--- src/core/boc_pkg.sv ---
package boc_pkg;

   // ************************************************************
   // Register indices; the bus byte address is four times the index.
   // ************************************************************
   localparam int unsigned BOC_IDX_WB_BUF1_ADDR0 = 12'h908;
   localparam int unsigned BOC_IDX_WB_BUF1_ADDR1 = 12'h909;
   localparam int unsigned BOC_IDX_WB_BUF1_ADDR2 = 12'h90A;
   localparam int unsigned BOC_IDX_WB_BUF1_ADDR3 = 12'h90B;
   localparam int unsigned BOC_IDX_SCRATCH0 = 12'h90C;
   localparam int unsigned BOC_IDX_SCRATCH1 = 12'h90D;
   localparam int unsigned BOC_IDX_SCRATCH2 = 12'h90E;
   localparam int unsigned BOC_IDX_SECOND_CTRL = 12'h920;
   localparam int unsigned BOC_IDX_OVERLAY_CTRL = 12'h930;
   localparam int unsigned BOC_IDX_PRIMARY_CTRL = 12'h940;
   localparam int unsigned BOC_IDX_FETCH_STATUS = 12'h941;
   localparam int unsigned BOC_ADDR_W = 14;

   // ************************************************************
   // Reset values.
   // ************************************************************
   localparam logic [7:0] BOC_RST_WB_BUF1_ADDR0 = 8'h00;
   localparam logic [7:0] BOC_RST_WB_BUF1_ADDR1 = 8'h00;
   localparam logic [7:0] BOC_RST_WB_BUF1_ADDR2 = 8'h00;
   localparam logic [7:0] BOC_RST_WB_BUF1_ADDR3 = 8'h10;
   localparam logic [7:0] BOC_RST_SCRATCH0 = 8'h40;
   localparam logic [7:0] BOC_RST_SCRATCH1 = 8'h00;
   localparam logic [7:0] BOC_RST_SCRATCH2 = 8'h00;
   localparam logic [7:0] BOC_RST_SECOND_CTRL = 8'h00;
   localparam logic [7:0] BOC_RST_OVERLAY_CTRL = 8'h00;
   localparam logic [7:0] BOC_RST_PRIMARY_CTRL = 8'h00;

   // ************************************************************
   // Field positions.
   // ************************************************************
   localparam int unsigned BOC_BIT_ENABLE = 0;
   localparam int unsigned BOC_BIT_BLANK = 0;
   localparam int unsigned BOC_BIT_FETCH_TILED = 1;
   localparam int unsigned BOC_BIT_FMT_LO = 2;
   localparam int unsigned BOC_BIT_VFLIP = 5;
   localparam int unsigned BOC_BIT_HFLIP = 6;
   localparam int unsigned BOC_BIT_LINE_DBL = 7;
   localparam logic [7:0] BOC_MASK_SINGLE = 8'h01;
   localparam logic [7:0] BOC_MASK_PRIMARY = 8'hEF;

   // ************************************************************
   // Pixel formats and responses.
   // ************************************************************
   localparam logic [1:0] BOC_FMT_RGB332 = 2'h0;
   localparam logic [1:0] BOC_FMT_RGB565 = 2'h1;
   localparam logic [1:0] BOC_FMT_RGB888 = 2'h2;
   localparam logic [1:0] BOC_RESP_OKAY = 2'h0;
   localparam logic [1:0] BOC_RESP_SLVERR = 2'h2;
   localparam int unsigned BOC_NUM_REGS = 10;

endpackage

--- src/core/boc_reg_if.sv ---
`timescale 1ns/1ps
// Write and read strobes between the bus slave and the register store.
interface boc_reg_if;
   logic [3:0] wr_sel;
   logic wr_en;
   logic [7:0] wr_data;
   logic [3:0] rd_sel;
   logic [7:0] rd_data;
   modport master (output wr_sel, output wr_en, output wr_data, output rd_sel, input rd_data);
   modport store (input wr_sel, input wr_en, input wr_data, input rd_sel, output rd_data);
endinterface

--- src/core/boc_reg_store.sv ---
`timescale 1ns/1ps
// ************************************************************
// Byte register store with reset values and registered read data.
// ************************************************************
module boc_reg_store
   import boc_pkg::*;
(
   // Clock and reset.
   input wire logic sys_clk,
   input wire logic sys_rst,
   // Access port.
   boc_reg_if.store port,
   // Register contents.
   output logic [7:0] regs_o [BOC_NUM_REGS]
);

   // Reset values and writable bits per entry.
   localparam logic [7:0] RST_TAB [BOC_NUM_REGS] = '{
      BOC_RST_WB_BUF1_ADDR0, BOC_RST_WB_BUF1_ADDR1, BOC_RST_WB_BUF1_ADDR2,
      BOC_RST_WB_BUF1_ADDR3, BOC_RST_SCRATCH0, BOC_RST_SCRATCH1, BOC_RST_SCRATCH2,
      BOC_RST_SECOND_CTRL, BOC_RST_OVERLAY_CTRL, BOC_RST_PRIMARY_CTRL};
   localparam logic [7:0] MASK_TAB [BOC_NUM_REGS] = '{
      8'hFF, 8'hFF, 8'hFF, 8'hFF, 8'hFF, 8'hFF, 8'hFF,
      BOC_MASK_SINGLE, BOC_MASK_SINGLE, BOC_MASK_PRIMARY};

   logic [7:0] rd_data_q;

   // One entry per register; reserved bits never store a one.
   genvar gi;
   generate
      for (gi = 0; gi < BOC_NUM_REGS; gi++) begin : g_reg
         logic [7:0] val_q;
         always_ff @(posedge sys_clk) begin
            if (sys_rst) begin
               val_q <= RST_TAB[gi];
            end else if (port.wr_en && port.wr_sel == 4'(gi)) begin
               val_q <= port.wr_data & MASK_TAB[gi]; // RQ11
            end
         end
         assign regs_o[gi] = val_q;
      end
   endgenerate

   // Read data leaves through a flop; unknown selects read zero.
   always_ff @(posedge sys_clk) begin
      if (sys_rst) begin
         rd_data_q <= 8'h00;
      end else if (port.rd_sel < 4'(BOC_NUM_REGS)) begin
         rd_data_q <= regs_o[port.rd_sel]; // RQ11
      end else begin
         rd_data_q <= 8'h00;
      end
   end
   assign port.rd_data = rd_data_q;

endmodule

--- src/core/boc_top.sv ---
`timescale 1ns/1ps
// Overview of operation
// RQ1 - Second output channel control bit 0 enables that output.
// RQ2 - Software stops frame control, waits one frame, then disables second output.
// RQ3 - Overlay output control bit 0 enables the overlay output.
// RQ4 - Software stops overlay frame control, waits one frame, then disables overlay.
// RQ5 - Primary bit 6 flips horizontally, bit 5 flips vertically.
// RQ6 - Format bits 3-2: 8bpp 332, 16bpp 565, 24bpp 888, 11 reserved.
// RQ7 - Fetch mode bit 1: zero line-by-line, one tiled frame.
// RQ8 - Tiled fetch needs widths multiple of 8 pixels and no flips.
// RQ9 - Blank bit replaces primary image with blank colour.
// RQ10 - Line doubling reads every image line twice from memory.
// RQ11 - Scratchpad registers store and return values, affect nothing else.
module boc_top
   import boc_pkg::*;
(
   // Clock and reset.
   input wire logic sys_clk,
   input wire logic sys_rst,
   // AXI4-Lite write address and data.
   input wire logic [BOC_ADDR_W-1:0] s_axi_awaddr,
   input wire logic s_axi_awvalid,
   output logic s_axi_awready,
   input wire logic [31:0] s_axi_wdata,
   input wire logic [3:0] s_axi_wstrb,
   input wire logic s_axi_wvalid,
   output logic s_axi_wready,
   // AXI4-Lite write response.
   output logic [1:0] s_axi_bresp,
   output logic s_axi_bvalid,
   input wire logic s_axi_bready,
   // AXI4-Lite read.
   input wire logic [BOC_ADDR_W-1:0] s_axi_araddr,
   input wire logic s_axi_arvalid,
   output logic s_axi_arready,
   output logic [31:0] s_axi_rdata,
   output logic [1:0] s_axi_rresp,
   output logic s_axi_rvalid,
   input wire logic s_axi_rready,
   // Configuration to the blending engine.
   output logic [31:0] wb_buf1_addr,
   output logic second_output_channel_en,
   output logic overlay_output_channel_en,
   output logic main_hflip,
   output logic main_vflip,
   output logic [1:0] main_pixel_format,
   output logic main_fmt_reserved,
   output logic [4:0] main_bytes_per_pixel,
   output logic main_fetch_tiled,
   output logic main_line_double,
   output logic main_blank,
   // Fetcher line tracking.
   input wire logic fetch_line_done,
   input wire logic fetch_frame_start,
   output logic fetch_repeat_line,
   output logic fetch_tiled_conflict
);

   // ************************************************************
   // Write and read channel state.
   // ************************************************************
   typedef enum logic [1:0] {BOC_WR_IDLE, BOC_WR_RESP} boc_wr_e;
   typedef enum logic [1:0] {BOC_RD_IDLE, BOC_RD_WAIT, BOC_RD_RESP} boc_rd_e;

   boc_wr_e wr_state_q;
   boc_rd_e rd_state_q;
   logic aw_have_q;
   logic w_have_q;
   logic [BOC_ADDR_W-1:0] awaddr_q;
   logic [31:0] wdata_q;
   logic [3:0] wstrb_q;
   logic [1:0] bresp_q;
   logic [1:0] rresp_q;
   logic [31:0] rdata_q;
   logic [BOC_ADDR_W-1:0] araddr_q;
   logic [7:0] regs [BOC_NUM_REGS];
   logic repeat_q;

   boc_reg_if rif ();

   boc_reg_store u_store (
      .sys_clk(sys_clk),
      .sys_rst(sys_rst),
      .port(rif.store),
      .regs_o(regs)
   );

   // ************************************************************
   // Address decode.
   // ************************************************************
   function automatic logic [3:0] boc_decode(input logic [BOC_ADDR_W-1:0] a);
      logic [3:0] sel;
      sel = 4'hF;
      case (32'(a))
         BOC_IDX_WB_BUF1_ADDR0: sel = 4'h0;
         BOC_IDX_WB_BUF1_ADDR1: sel = 4'h1;
         BOC_IDX_WB_BUF1_ADDR2: sel = 4'h2;
         BOC_IDX_WB_BUF1_ADDR3: sel = 4'h3;
         BOC_IDX_SCRATCH0: sel = 4'h4;
         BOC_IDX_SCRATCH1: sel = 4'h5;
         BOC_IDX_SCRATCH2: sel = 4'h6;
         BOC_IDX_SECOND_CTRL: sel = 4'h7;
         BOC_IDX_OVERLAY_CTRL: sel = 4'h8;
         BOC_IDX_PRIMARY_CTRL: sel = 4'h9;
         BOC_IDX_FETCH_STATUS: sel = 4'hA;
         default: sel = 4'hF;
      endcase
      return sel;
   endfunction

   // Registers are byte wide, each at its own word: offsets are not all
   // multiples of four, so the byte address is four times the printed offset.
   wire logic [BOC_ADDR_W-1:0] aw_idx = BOC_ADDR_W'(awaddr_q >> 2);
   wire logic [BOC_ADDR_W-1:0] ar_idx = BOC_ADDR_W'(araddr_q >> 2);
   wire logic [3:0] wr_sel = boc_decode(aw_idx);
   wire logic [3:0] rd_sel = boc_decode(ar_idx);
   wire logic [3:0] ar_in_sel = boc_decode(BOC_ADDR_W'(s_axi_araddr >> 2));
   wire logic wr_hit = (wr_sel < 4'(BOC_NUM_REGS));
   wire logic wr_fire = (wr_state_q == BOC_WR_IDLE) && aw_have_q && w_have_q;

   assign rif.wr_sel = wr_sel;
   assign rif.wr_data = wdata_q[7:0];
   assign rif.wr_en = wr_fire && wr_hit && wstrb_q[0];
   // The store is addressed from the incoming read address, so its output flop
   // already holds the word in the wait cycle after the address is taken.
   assign rif.rd_sel = ar_in_sel;

   // Ready while the holding slot is empty and no response is pending.
   assign s_axi_awready = !aw_have_q && (wr_state_q == BOC_WR_IDLE);
   assign s_axi_wready = !w_have_q && (wr_state_q == BOC_WR_IDLE);
   assign s_axi_bvalid = (wr_state_q == BOC_WR_RESP);
   assign s_axi_bresp = bresp_q;
   assign s_axi_arready = (rd_state_q == BOC_RD_IDLE);
   assign s_axi_rvalid = (rd_state_q == BOC_RD_RESP);
   assign s_axi_rdata = rdata_q;
   assign s_axi_rresp = rresp_q;

   // ************************************************************
   // Write path: address and data may arrive in either order.
   // ************************************************************
   always_ff @(posedge sys_clk) begin
      if (sys_rst) begin
         aw_have_q <= 1'b0;
         w_have_q <= 1'b0;
         awaddr_q <= '0;
         wdata_q <= 32'h0000_0000;
         wstrb_q <= 4'h0;
      end else begin
         if (s_axi_awvalid && s_axi_awready) begin
            aw_have_q <= 1'b1;
            awaddr_q <= s_axi_awaddr;
         end else if (wr_fire) begin
            aw_have_q <= 1'b0;
         end
         if (s_axi_wvalid && s_axi_wready) begin
            w_have_q <= 1'b1;
            wdata_q <= s_axi_wdata;
            wstrb_q <= s_axi_wstrb;
         end else if (wr_fire) begin
            w_have_q <= 1'b0;
         end
      end
   end

   // Response: unmapped or read-only targets answer SLVERR.
   always_ff @(posedge sys_clk) begin
      if (sys_rst) begin
         wr_state_q <= BOC_WR_IDLE;
         bresp_q <= BOC_RESP_OKAY;
      end else begin
         case (wr_state_q)
            BOC_WR_IDLE: begin
               if (wr_fire) begin
                  wr_state_q <= BOC_WR_RESP;
                  bresp_q <= wr_hit ? BOC_RESP_OKAY : BOC_RESP_SLVERR;
               end
            end
            BOC_WR_RESP: begin
               if (s_axi_bready) begin
                  wr_state_q <= BOC_WR_IDLE;
               end
            end
            default: wr_state_q <= BOC_WR_IDLE;
         endcase
      end
   end

   // ************************************************************
   // Read path: one wait cycle for the store's registered data.
   // ************************************************************
   always_ff @(posedge sys_clk) begin
      if (sys_rst) begin
         rd_state_q <= BOC_RD_IDLE;
         araddr_q <= '0;
         rdata_q <= 32'h0000_0000;
         rresp_q <= BOC_RESP_OKAY;
      end else begin
         case (rd_state_q)
            BOC_RD_IDLE: begin
               if (s_axi_arvalid) begin
                  araddr_q <= s_axi_araddr;
                  rd_state_q <= BOC_RD_WAIT;
               end
            end
            BOC_RD_WAIT: begin
               rd_state_q <= BOC_RD_RESP;
               if (rd_sel == 4'hA) begin
                  rdata_q <= {30'h0000_0000, fetch_tiled_conflict, repeat_q};
                  rresp_q <= BOC_RESP_OKAY;
               end else begin
                  rdata_q <= {24'h00_0000, rif.rd_data};
                  rresp_q <= (rd_sel == 4'hF) ? BOC_RESP_SLVERR : BOC_RESP_OKAY;
               end
            end
            BOC_RD_RESP: begin
               if (s_axi_rready) begin
                  rd_state_q <= BOC_RD_IDLE;
               end
            end
            default: rd_state_q <= BOC_RD_IDLE;
         endcase
      end
   end

   // ************************************************************
   // Configuration decode to the engine.
   // ************************************************************
   assign wb_buf1_addr = {regs[3], regs[2], regs[1], regs[0]};
   assign second_output_channel_en = regs[7][BOC_BIT_ENABLE]; // RQ1
   assign overlay_output_channel_en = regs[8][BOC_BIT_ENABLE]; // RQ3
   assign main_hflip = regs[9][BOC_BIT_HFLIP]; // RQ5
   assign main_vflip = regs[9][BOC_BIT_VFLIP]; // RQ5
   assign main_pixel_format = regs[9][BOC_BIT_FMT_LO +: 2]; // RQ6
   assign main_fetch_tiled = regs[9][BOC_BIT_FETCH_TILED]; // RQ7
   assign main_line_double = regs[9][BOC_BIT_LINE_DBL]; // RQ10
   assign main_blank = regs[9][BOC_BIT_BLANK]; // RQ9

   // Bytes per pixel for the fetcher; reserved code fetches nothing.
   wire logic fmt_332 = (main_pixel_format == BOC_FMT_RGB332);
   wire logic fmt_565 = (main_pixel_format == BOC_FMT_RGB565);
   wire logic fmt_888 = (main_pixel_format == BOC_FMT_RGB888);
   assign main_fmt_reserved = !(fmt_332 || fmt_565 || fmt_888); // RQ6
   assign main_bytes_per_pixel = fmt_332 ? 5'h01 : fmt_565 ? 5'h02 : fmt_888 ? 5'h03 : 5'h00;

   // Software must not flip in tiled mode; flag it so it can be seen.
   assign fetch_tiled_conflict = main_fetch_tiled && (main_hflip || main_vflip); // RQ8

   // ************************************************************
   // Line doubling: alternate repeat and advance per fetched line.
   // ************************************************************
   always_ff @(posedge sys_clk) begin
      if (sys_rst) begin
         repeat_q <= 1'b0;
      end else if (fetch_frame_start || !main_line_double) begin
         repeat_q <= 1'b0;
      end else if (fetch_line_done) begin
         repeat_q <= !repeat_q; // RQ10
      end
   end
   assign fetch_repeat_line = main_line_double && !repeat_q; // RQ10

endmodule

--- config.mk ---
export PLATFORM = sky130hd
export DESIGN_NAME = boc_top
export DESIGN_NICKNAME = d
export VERILOG_FILES = /design/src/core/boc_pkg.sv /design/src/core/boc_reg_if.sv /design/src/core/boc_reg_store.sv /design/src/core/boc_top.sv
export SDC_FILE = /design/constraint.sdc
export NUM_CORES = 1
export LEC_CHECK = 0
export BUFFER_PORTS_ARGS = -buffer_cell sky130_fd_sc_hd__buf_2
export CAP_MARGIN = 25
export CORE_UTILIZATION = 30
export CTS_BUF_LIST = sky130_fd_sc_hd__clkbuf_16
export DETAILED_ROUTE_END_ITERATION = 7
export PLACE_DENSITY_LB_ADDON = 0.05
export SLEW_MARGIN = 10
export SYNTH_ARGS = -nofsm -noshare
export SYNTH_HDL_FRONTEND = slang
export SYNTH_SLANG_ARGS = --single-unit
--- constraint.sdc ---
create_clock -name sys_clk -period 6.4 [get_ports sys_clk]
set_input_delay 0 -clock sys_clk [delete_from_list [all_inputs] [get_ports sys_clk]]
set_output_delay 0 -clock sys_clk [all_outputs]
set_load 0.02 [all_outputs]
# Word-level counts from Yosys, hierarchy flattened
# Index checks and enable logic that the tools add are counted.
# word_totals
out_inout_bits	90
wordCells	144
ff_bits	153
# op_classes
n_lt_le_gt_ge	3
eq_ne	53
n_bitwise	2
muxes	22
reduce_logical	41
# op_table
op	n
== test 12 bit (second input constant)	33
one-hot mux 4 bit (11 select lines)	3
binary-select mux 8 bit (select 4 bit)	1
two-way mux 8 bit	3
logical AND 1 bit	20
two-way mux 2 bit	10
== test 4 x 3 -> 1 bit (second input constant)	4
== test 4 bit (second input constant)	4
== test 4 x 2 -> 1 bit (second input constant)	2
< comparator 4 bit (second input constant)	2
AND reduction 2 bit	4
== test 2 x 1 -> 1 bit (second input constant)	3
zero test 2 bit	3
one-hot mux 2 bit (3 select lines)	1
greater-or-equal comparator 5 bit (second input constant)	1
zero test 1 bit	5
inverter 4 -> 5 bit	1
== test 2 bit (second input constant)	2
== test 4 x 1 -> 1 bit (second input constant)	1
zero test 4 bit	1
logical OR 1 bit	4
!= test 2 x 1 -> 1 bit (second input constant)	2
!= test 2 bit (second input constant)	2
one-hot mux 2 bit (2 select lines)	1
4 further kinds	8

# Logic depth before layout (Yosys ltp)
# depth
depth_word	6
ltp_mapped	9

# Cells and area by module
# From an unflattened synthesis, not the netlist that was laid out.
# hier_totals
cells_unflattened	706
area_unflattened_um2	5824.3
# by_module_without_submodules
module	cells_per_inst	area_per_inst_um2	seq_area_each_um2	instances
boc_reg_store	396	3387.0	1461.4	1
boc_top	310	2437.3	980.9	1

# Worst setup path before layout
# OpenSTA, ideal clock, no wires.
# synth_path
kind	register -> register
startpoint	register awaddr_q[3]
endpoint	register u_store.g_reg[4].val_q[6]
path_buffers	2
path_slack_ps	4226
path_stages_with_launch	10
setup_ps	120
t_arrival_ps	2055
period_less_slack_ps	2174
path_cell_list	dfxtp_1 -> buf_6 -> nor3_4 -> nand3b_2 -> or3_1 -> a211o_2 -> nor2b_2 -> buf_6 -> nor2b_1 -> a211o_1
# synth_between
elab_chain_cells	6
# synth_rtl
item	line_no	rtl
start, declared	boc_top.sv:69	logic [BOC_ADDR_W-1:0] awaddr_q;
start signal, assigned	boc_top.sv:151	awaddr_q <= s_axi_awaddr;
== test 12 bit	boc_top.sv:94	case (32'(a))
one-hot mux 4 bit (11 select lines) *	boc_top.sv:94	
< comparator 4 bit	boc_top.sv:118	wire logic wr_hit = (wr_sel < 4'(BOC_NUM_REGS));
logical AND 1 bit (2 in series)	boc_top.sv:123	assign rif.wr_en = wr_fire && wr_hit && wstrb_q[0];
logical AND 1 bit *	boc_reg_store.sv:36	end else if (port.wr_en && port.wr_sel == 4'(gi)) begin
end signal, assigned	boc_reg_store.sv:35	val_q <= RST_TAB[gi];
end signal, assigned	boc_reg_store.sv:37	val_q <= port.wr_data & MASK_TAB[gi];
end, declared	boc_reg_store.sv:32	logic [7:0] val_q;
# Mark *: on every way between the ends. The rest lies on a longest branch, timed or not.
# A chain may end at the register's enable or synchronous reset.

# Worst setup path in the final report
# layout_path
startpoint	input port s_axi_araddr[5]
endpoint	register u_store.rd_data_q[2] (netlist: u_store.port.rd_data[2])
# layout_between
elab_chain_cells	6
# layout_rtl
item	line_no	rtl
start, declared	boc_top.sv:33	input wire logic [BOC_ADDR_W-1:0] s_axi_araddr,
== test 12 bit	boc_top.sv:94	
one-hot mux 4 bit (11 select lines) *	boc_top.sv:94	
inverter 4 -> 5 bit (not written as such)	boc_reg_store.sv:49	rd_data_q <= regs_o[port.rd_sel];
binary-select mux 8 bit (select 4 bit)	boc_reg_store.sv:49	
two-way mux 8 bit (not written as such) (2 in series)	boc_reg_store.sv:49	
end signal, assigned	boc_reg_store.sv:49	
end, declared	boc_reg_store.sv:26	logic [7:0] rd_data_q;
# Mark *: on every way between the ends. The rest lies on a longest branch, timed or not. The select of a mux whose other input is x is not followed.

==> run summary <==
Smallest setup slack after layout = 3.27 ns
Congestion Overflow GR = 0
Number of enable flip-flop cells after synthesis = 0
Minimum clock period = 3.13 ns
All-Layer GR Usage = 16.3%
Sequential cell area fraction in the yosys report = 40.5%
Combined flip-flop and latch cell area = 2440 sq um
Post-detailed-placement half-perimeter wirelength = 11,300 um
Grt met1 use = 20.0%
Worst Tran Pin Value = 0.969 ns
Most Used Layer, Global Route = met2
First-pass GRT wire length = 25,100 um
Synth Flop Type = dfxtp_1
Initial core utilization = 30.8%
Total number of nets in the final design = 872
Required time worst endpoint = 6.70 ns
Met3 layer usage reported by global route = 4.40%
Worst reg2reg path endpoint = u_store.g_reg[4].val_q[6]$_SDFFE_PP1P_
Die X = 144 um
Kind of critical path = in -> reg
Total Negative Setup Slacks = 0 ns
Total setup buffers inserted after CTS = 0
Final estimated routing congestion in global placement = 0.734
Reg-to-reg slack, setup = 3.70 ns
# diodes = 0
Max Fclk = 320 MHz
Arrival time reported for the critical path endpoint = 3.43 ns
Setup crit start kind = input pin
Via count of the first global-routing pass = 4,825
Buffers added on ports = 102
Gate Count Post-Synth = 696
VDD IR max = 173 uV
Placement row count = 51
Fin. max-slew vios = 0
Number of design-rule violations left by the first detailed-router iteration = 272
Slew headroom = 35.4%
Post-synth design cell area = 6020 sq um
Unrepaired setup endpoints after global routing = false
Tightest Hold Check Type = in -> reg
Clock insertion delay at the later pin of the skew report = 0.42 ns
TritonCTS clock tree = done
GR Layer Usage met2 = 27.3%
Area of the die = 20,700 sq um
Total leakage power = 0.00320 uW
CP endpoint kind = flip-flop
Async set-reset flop share out of synthesis = 0%
Number of different library cells in the post-synthesis netlist = 68
Warnings, synthesis = 0
Post-route cell area = 7490 sq um
Vias after detailed routing = 4,982
Outcome = complete, no violations
Number of buffers created by CTS = 17
Depth of the most critical reg-to-reg path = 7
Setup violations, final = 0
Multi-input gate area in the final layout = 3000 sq um
Initial antenna violation count = 0
Power density relative to cell area = 264 nW/um^2
Register bit count reported by yosys = 122
Post-place instance area = 6350 sq um
Final hold viol count = 0
Placeable Area = 19,600 sq um
CTS H-tree lvls = 4
Maximum net fanout on the critical path = 15
Max Cap Violations = 0
Fraction of final layout cells sized beyond drive strength 1 = 19.7%
Post-detailed-route DRC marker count = 0
Critical Path Source = s_axi_araddr[5]
Capture point of the worst path = u_store.port.rd_data[2]$_SDFF_PP0_
Height of the die = 144 um
Max Root-Sink Buffers = 2
Maximum number of pins on one net before global-route repair = 91
Detailed-routing iteration count for the pre-antenna-repair pass = 7
Clock transition at the registers of the reported paths = 0.06 ns
Average footprint of a synthesized cell = 8.66 sq um
Post-DR vias/cell = 4.64
Antenna-violating nets left = 0
Filler instances = 2,002
Reg2reg start = awaddr_q[3]$_SDFFE_PP0P_
Root Driver = clkbuf_16
Top-Level Pins = 163
Routed len/inst = 14.9 um
CTS Sinks = 122
WL final = 16,000 um
Setup WS pre-CTS = 3.40 ns
Layout Skew = 0.00919 ns
Final cycle utilization of the critical path = 48.9%
Synthesis-to-layout area growth = 24.3%
## metrics by stage
step                hold slack (ns)  utilization (%)  std cells  total power, uW
finish                        0.102             38.2       1073             1980
global route                  0.152             38.2       1073             2060
detailed placement            0.169             32.4        991              938
CTS                          0.0896             38.2       1073             2010
floorplan                    0.0764                -        724              910
global placement              0.163             32.4        991              935
## where the power goes
part | internal, uW | switching, uW | total (uW)
sequential | 778 | 24.8 | 803
clock | 683 | 350 | 1030
combinational | 57.9 | 84.9 | 143
## routing by layer
metal	vias up	share of wire (%)
li1	2496	-
met1	2363	47
met2	109	49
met3	14	3.6
met4	0	1.2
met5	-	0
## how the worst min path moves through the flow
stage / startpoint / endpoint / slack [ns] / cells after the start
after detailed placement: fetch_frame_start / repeat_q$_SDFFE_PP0P_ / 0.17 / 2
after CTS: s_axi_wvalid / wdata_q[5]$_SDFFE_PP0P_ / 0.09 / 4
final: s_axi_wvalid / wdata_q[1]$_SDFFE_PP0P_ / 0.10 / 4
after global routing: s_axi_wvalid / wdata_q[1]$_SDFFE_PP0P_ / 0.15 / 4
after global placement: fetch_frame_start / repeat_q$_SDFFE_PP0P_ / 0.16 / 2
after floorplan: fetch_frame_start / repeat_q$_SDFFE_PP0P_ / 0.08 / 1
## synthesized netlist by cell type, types with 2 or more instances
master,n,area (sq um)
nor4b_1,3,26.3
nor2_1,85,319
inv_1,11,41.3
nor2b_1,4,25.0
nand2b_1,5,31.3
nand4_1,5,31.3
a31oi_1,2,12.5
o2bb2ai_1,6,52.6
and4_1,4,35.0
o21ai_0,9,45.0
buf_6,2,22.5
nand3b_1,3,22.5
or3_1,3,18.8
ha_1,3,37.5
or2_2,3,18.8
nor4bb_1,2,20.0
and2_1,4,25.0
dfxtp_1,122,2440
buf_2,6,30.0
a21oi_4,2,32.5
nand3_1,14,70.1
buf_1,3,11.3
a221o_1,6,60.1
nor4b_2,2,30.0
a21oi_1,60,300
o21a_1,2,15.0
buf_4,63,473
a211oi_1,3,22.5
nor3_1,11,55.1
nor3b_1,2,15.0
nand2_1,95,357
mux2i_1,78,781
mux2_2,7,78.8
clkbuf_1,28,105
a211o_1,4,35.0
and3b_1,2,17.5
## repair_timing
action	in CTS	in global routing
endpoints found under the hold margin	46	0
hold buffers	51	0
gates resized for setup	0	0
## cell usage in the layout (no fill, tap or decap), types with 3 or more instances in the layout
cell / count
clkbuf_16: 17
nor3_1: 11
mux2i_1: 78
buf_4: 3
nand3_1: 14
o21ai_0: 9
a21oi_1: 60
clkinv_2: 3
or3_1: 3
nand2_1: 95
a211oi_1: 3
and2_1: 4
nor2_1: 85
bufinv_16: 5
o2bb2ai_1: 6
a221o_1: 6
or2_2: 3
dlygate4sd3_1: 51
mux2_2: 7
inv_1: 12
nor4b_1: 3
dfxtp_1: 122
nor2b_1: 4
nand4_1: 5
buf_2: 101
nand2b_1: 5
and4_1: 4
ha_1: 3
conb_1: 29
nand3b_1: 3
a211o_1: 4
## final cells by class
| cell class | instances | share of cell area [%] |
|---|---|---|
| multi-input combinational | 489 | 40.1 |
| sequential | 122 | 32.6 |
| timing repair buffer | 155 | 13.9 |
| clock buffer | 17 | 5.68 |
| tap | 265 | 4.43 |
| clock inverter | 14 | 2.74 |
| inverter | 11 | 0.551 |
## sequential cells by signal, summed over array words and instances, names as in the netlist, 2 cells and up
signal,count
rd_state_q,2
u_store.port.rd_data,8
s_axi_rdata,8
wdata_q,8
u_store.g.val_q,65
araddr_q,12
awaddr_q,12
## cells by family after synthesis
group,synth area share (%)
AOI/OAI and AO/OA,11.5
xor gates and xnor gates,0.291
adders and majority gates,0.623
buffers and inverters,11.3
DFF,40.5
muxes,14.3
other,0.0622
and+or+nand+nor,21.4
## critical path, stage by stage
cell and delay [ns]:
dlygate4sd3_1 0.54, buf_2 0.15, nor3b_2 0.18, and4_1 0.25
o21ai_2 0.69, nand3_1 0.77, mux2i_1 0.34, a21oi_1 0.14
a221o_1 0.35
(Power assumes the default switching activity.)
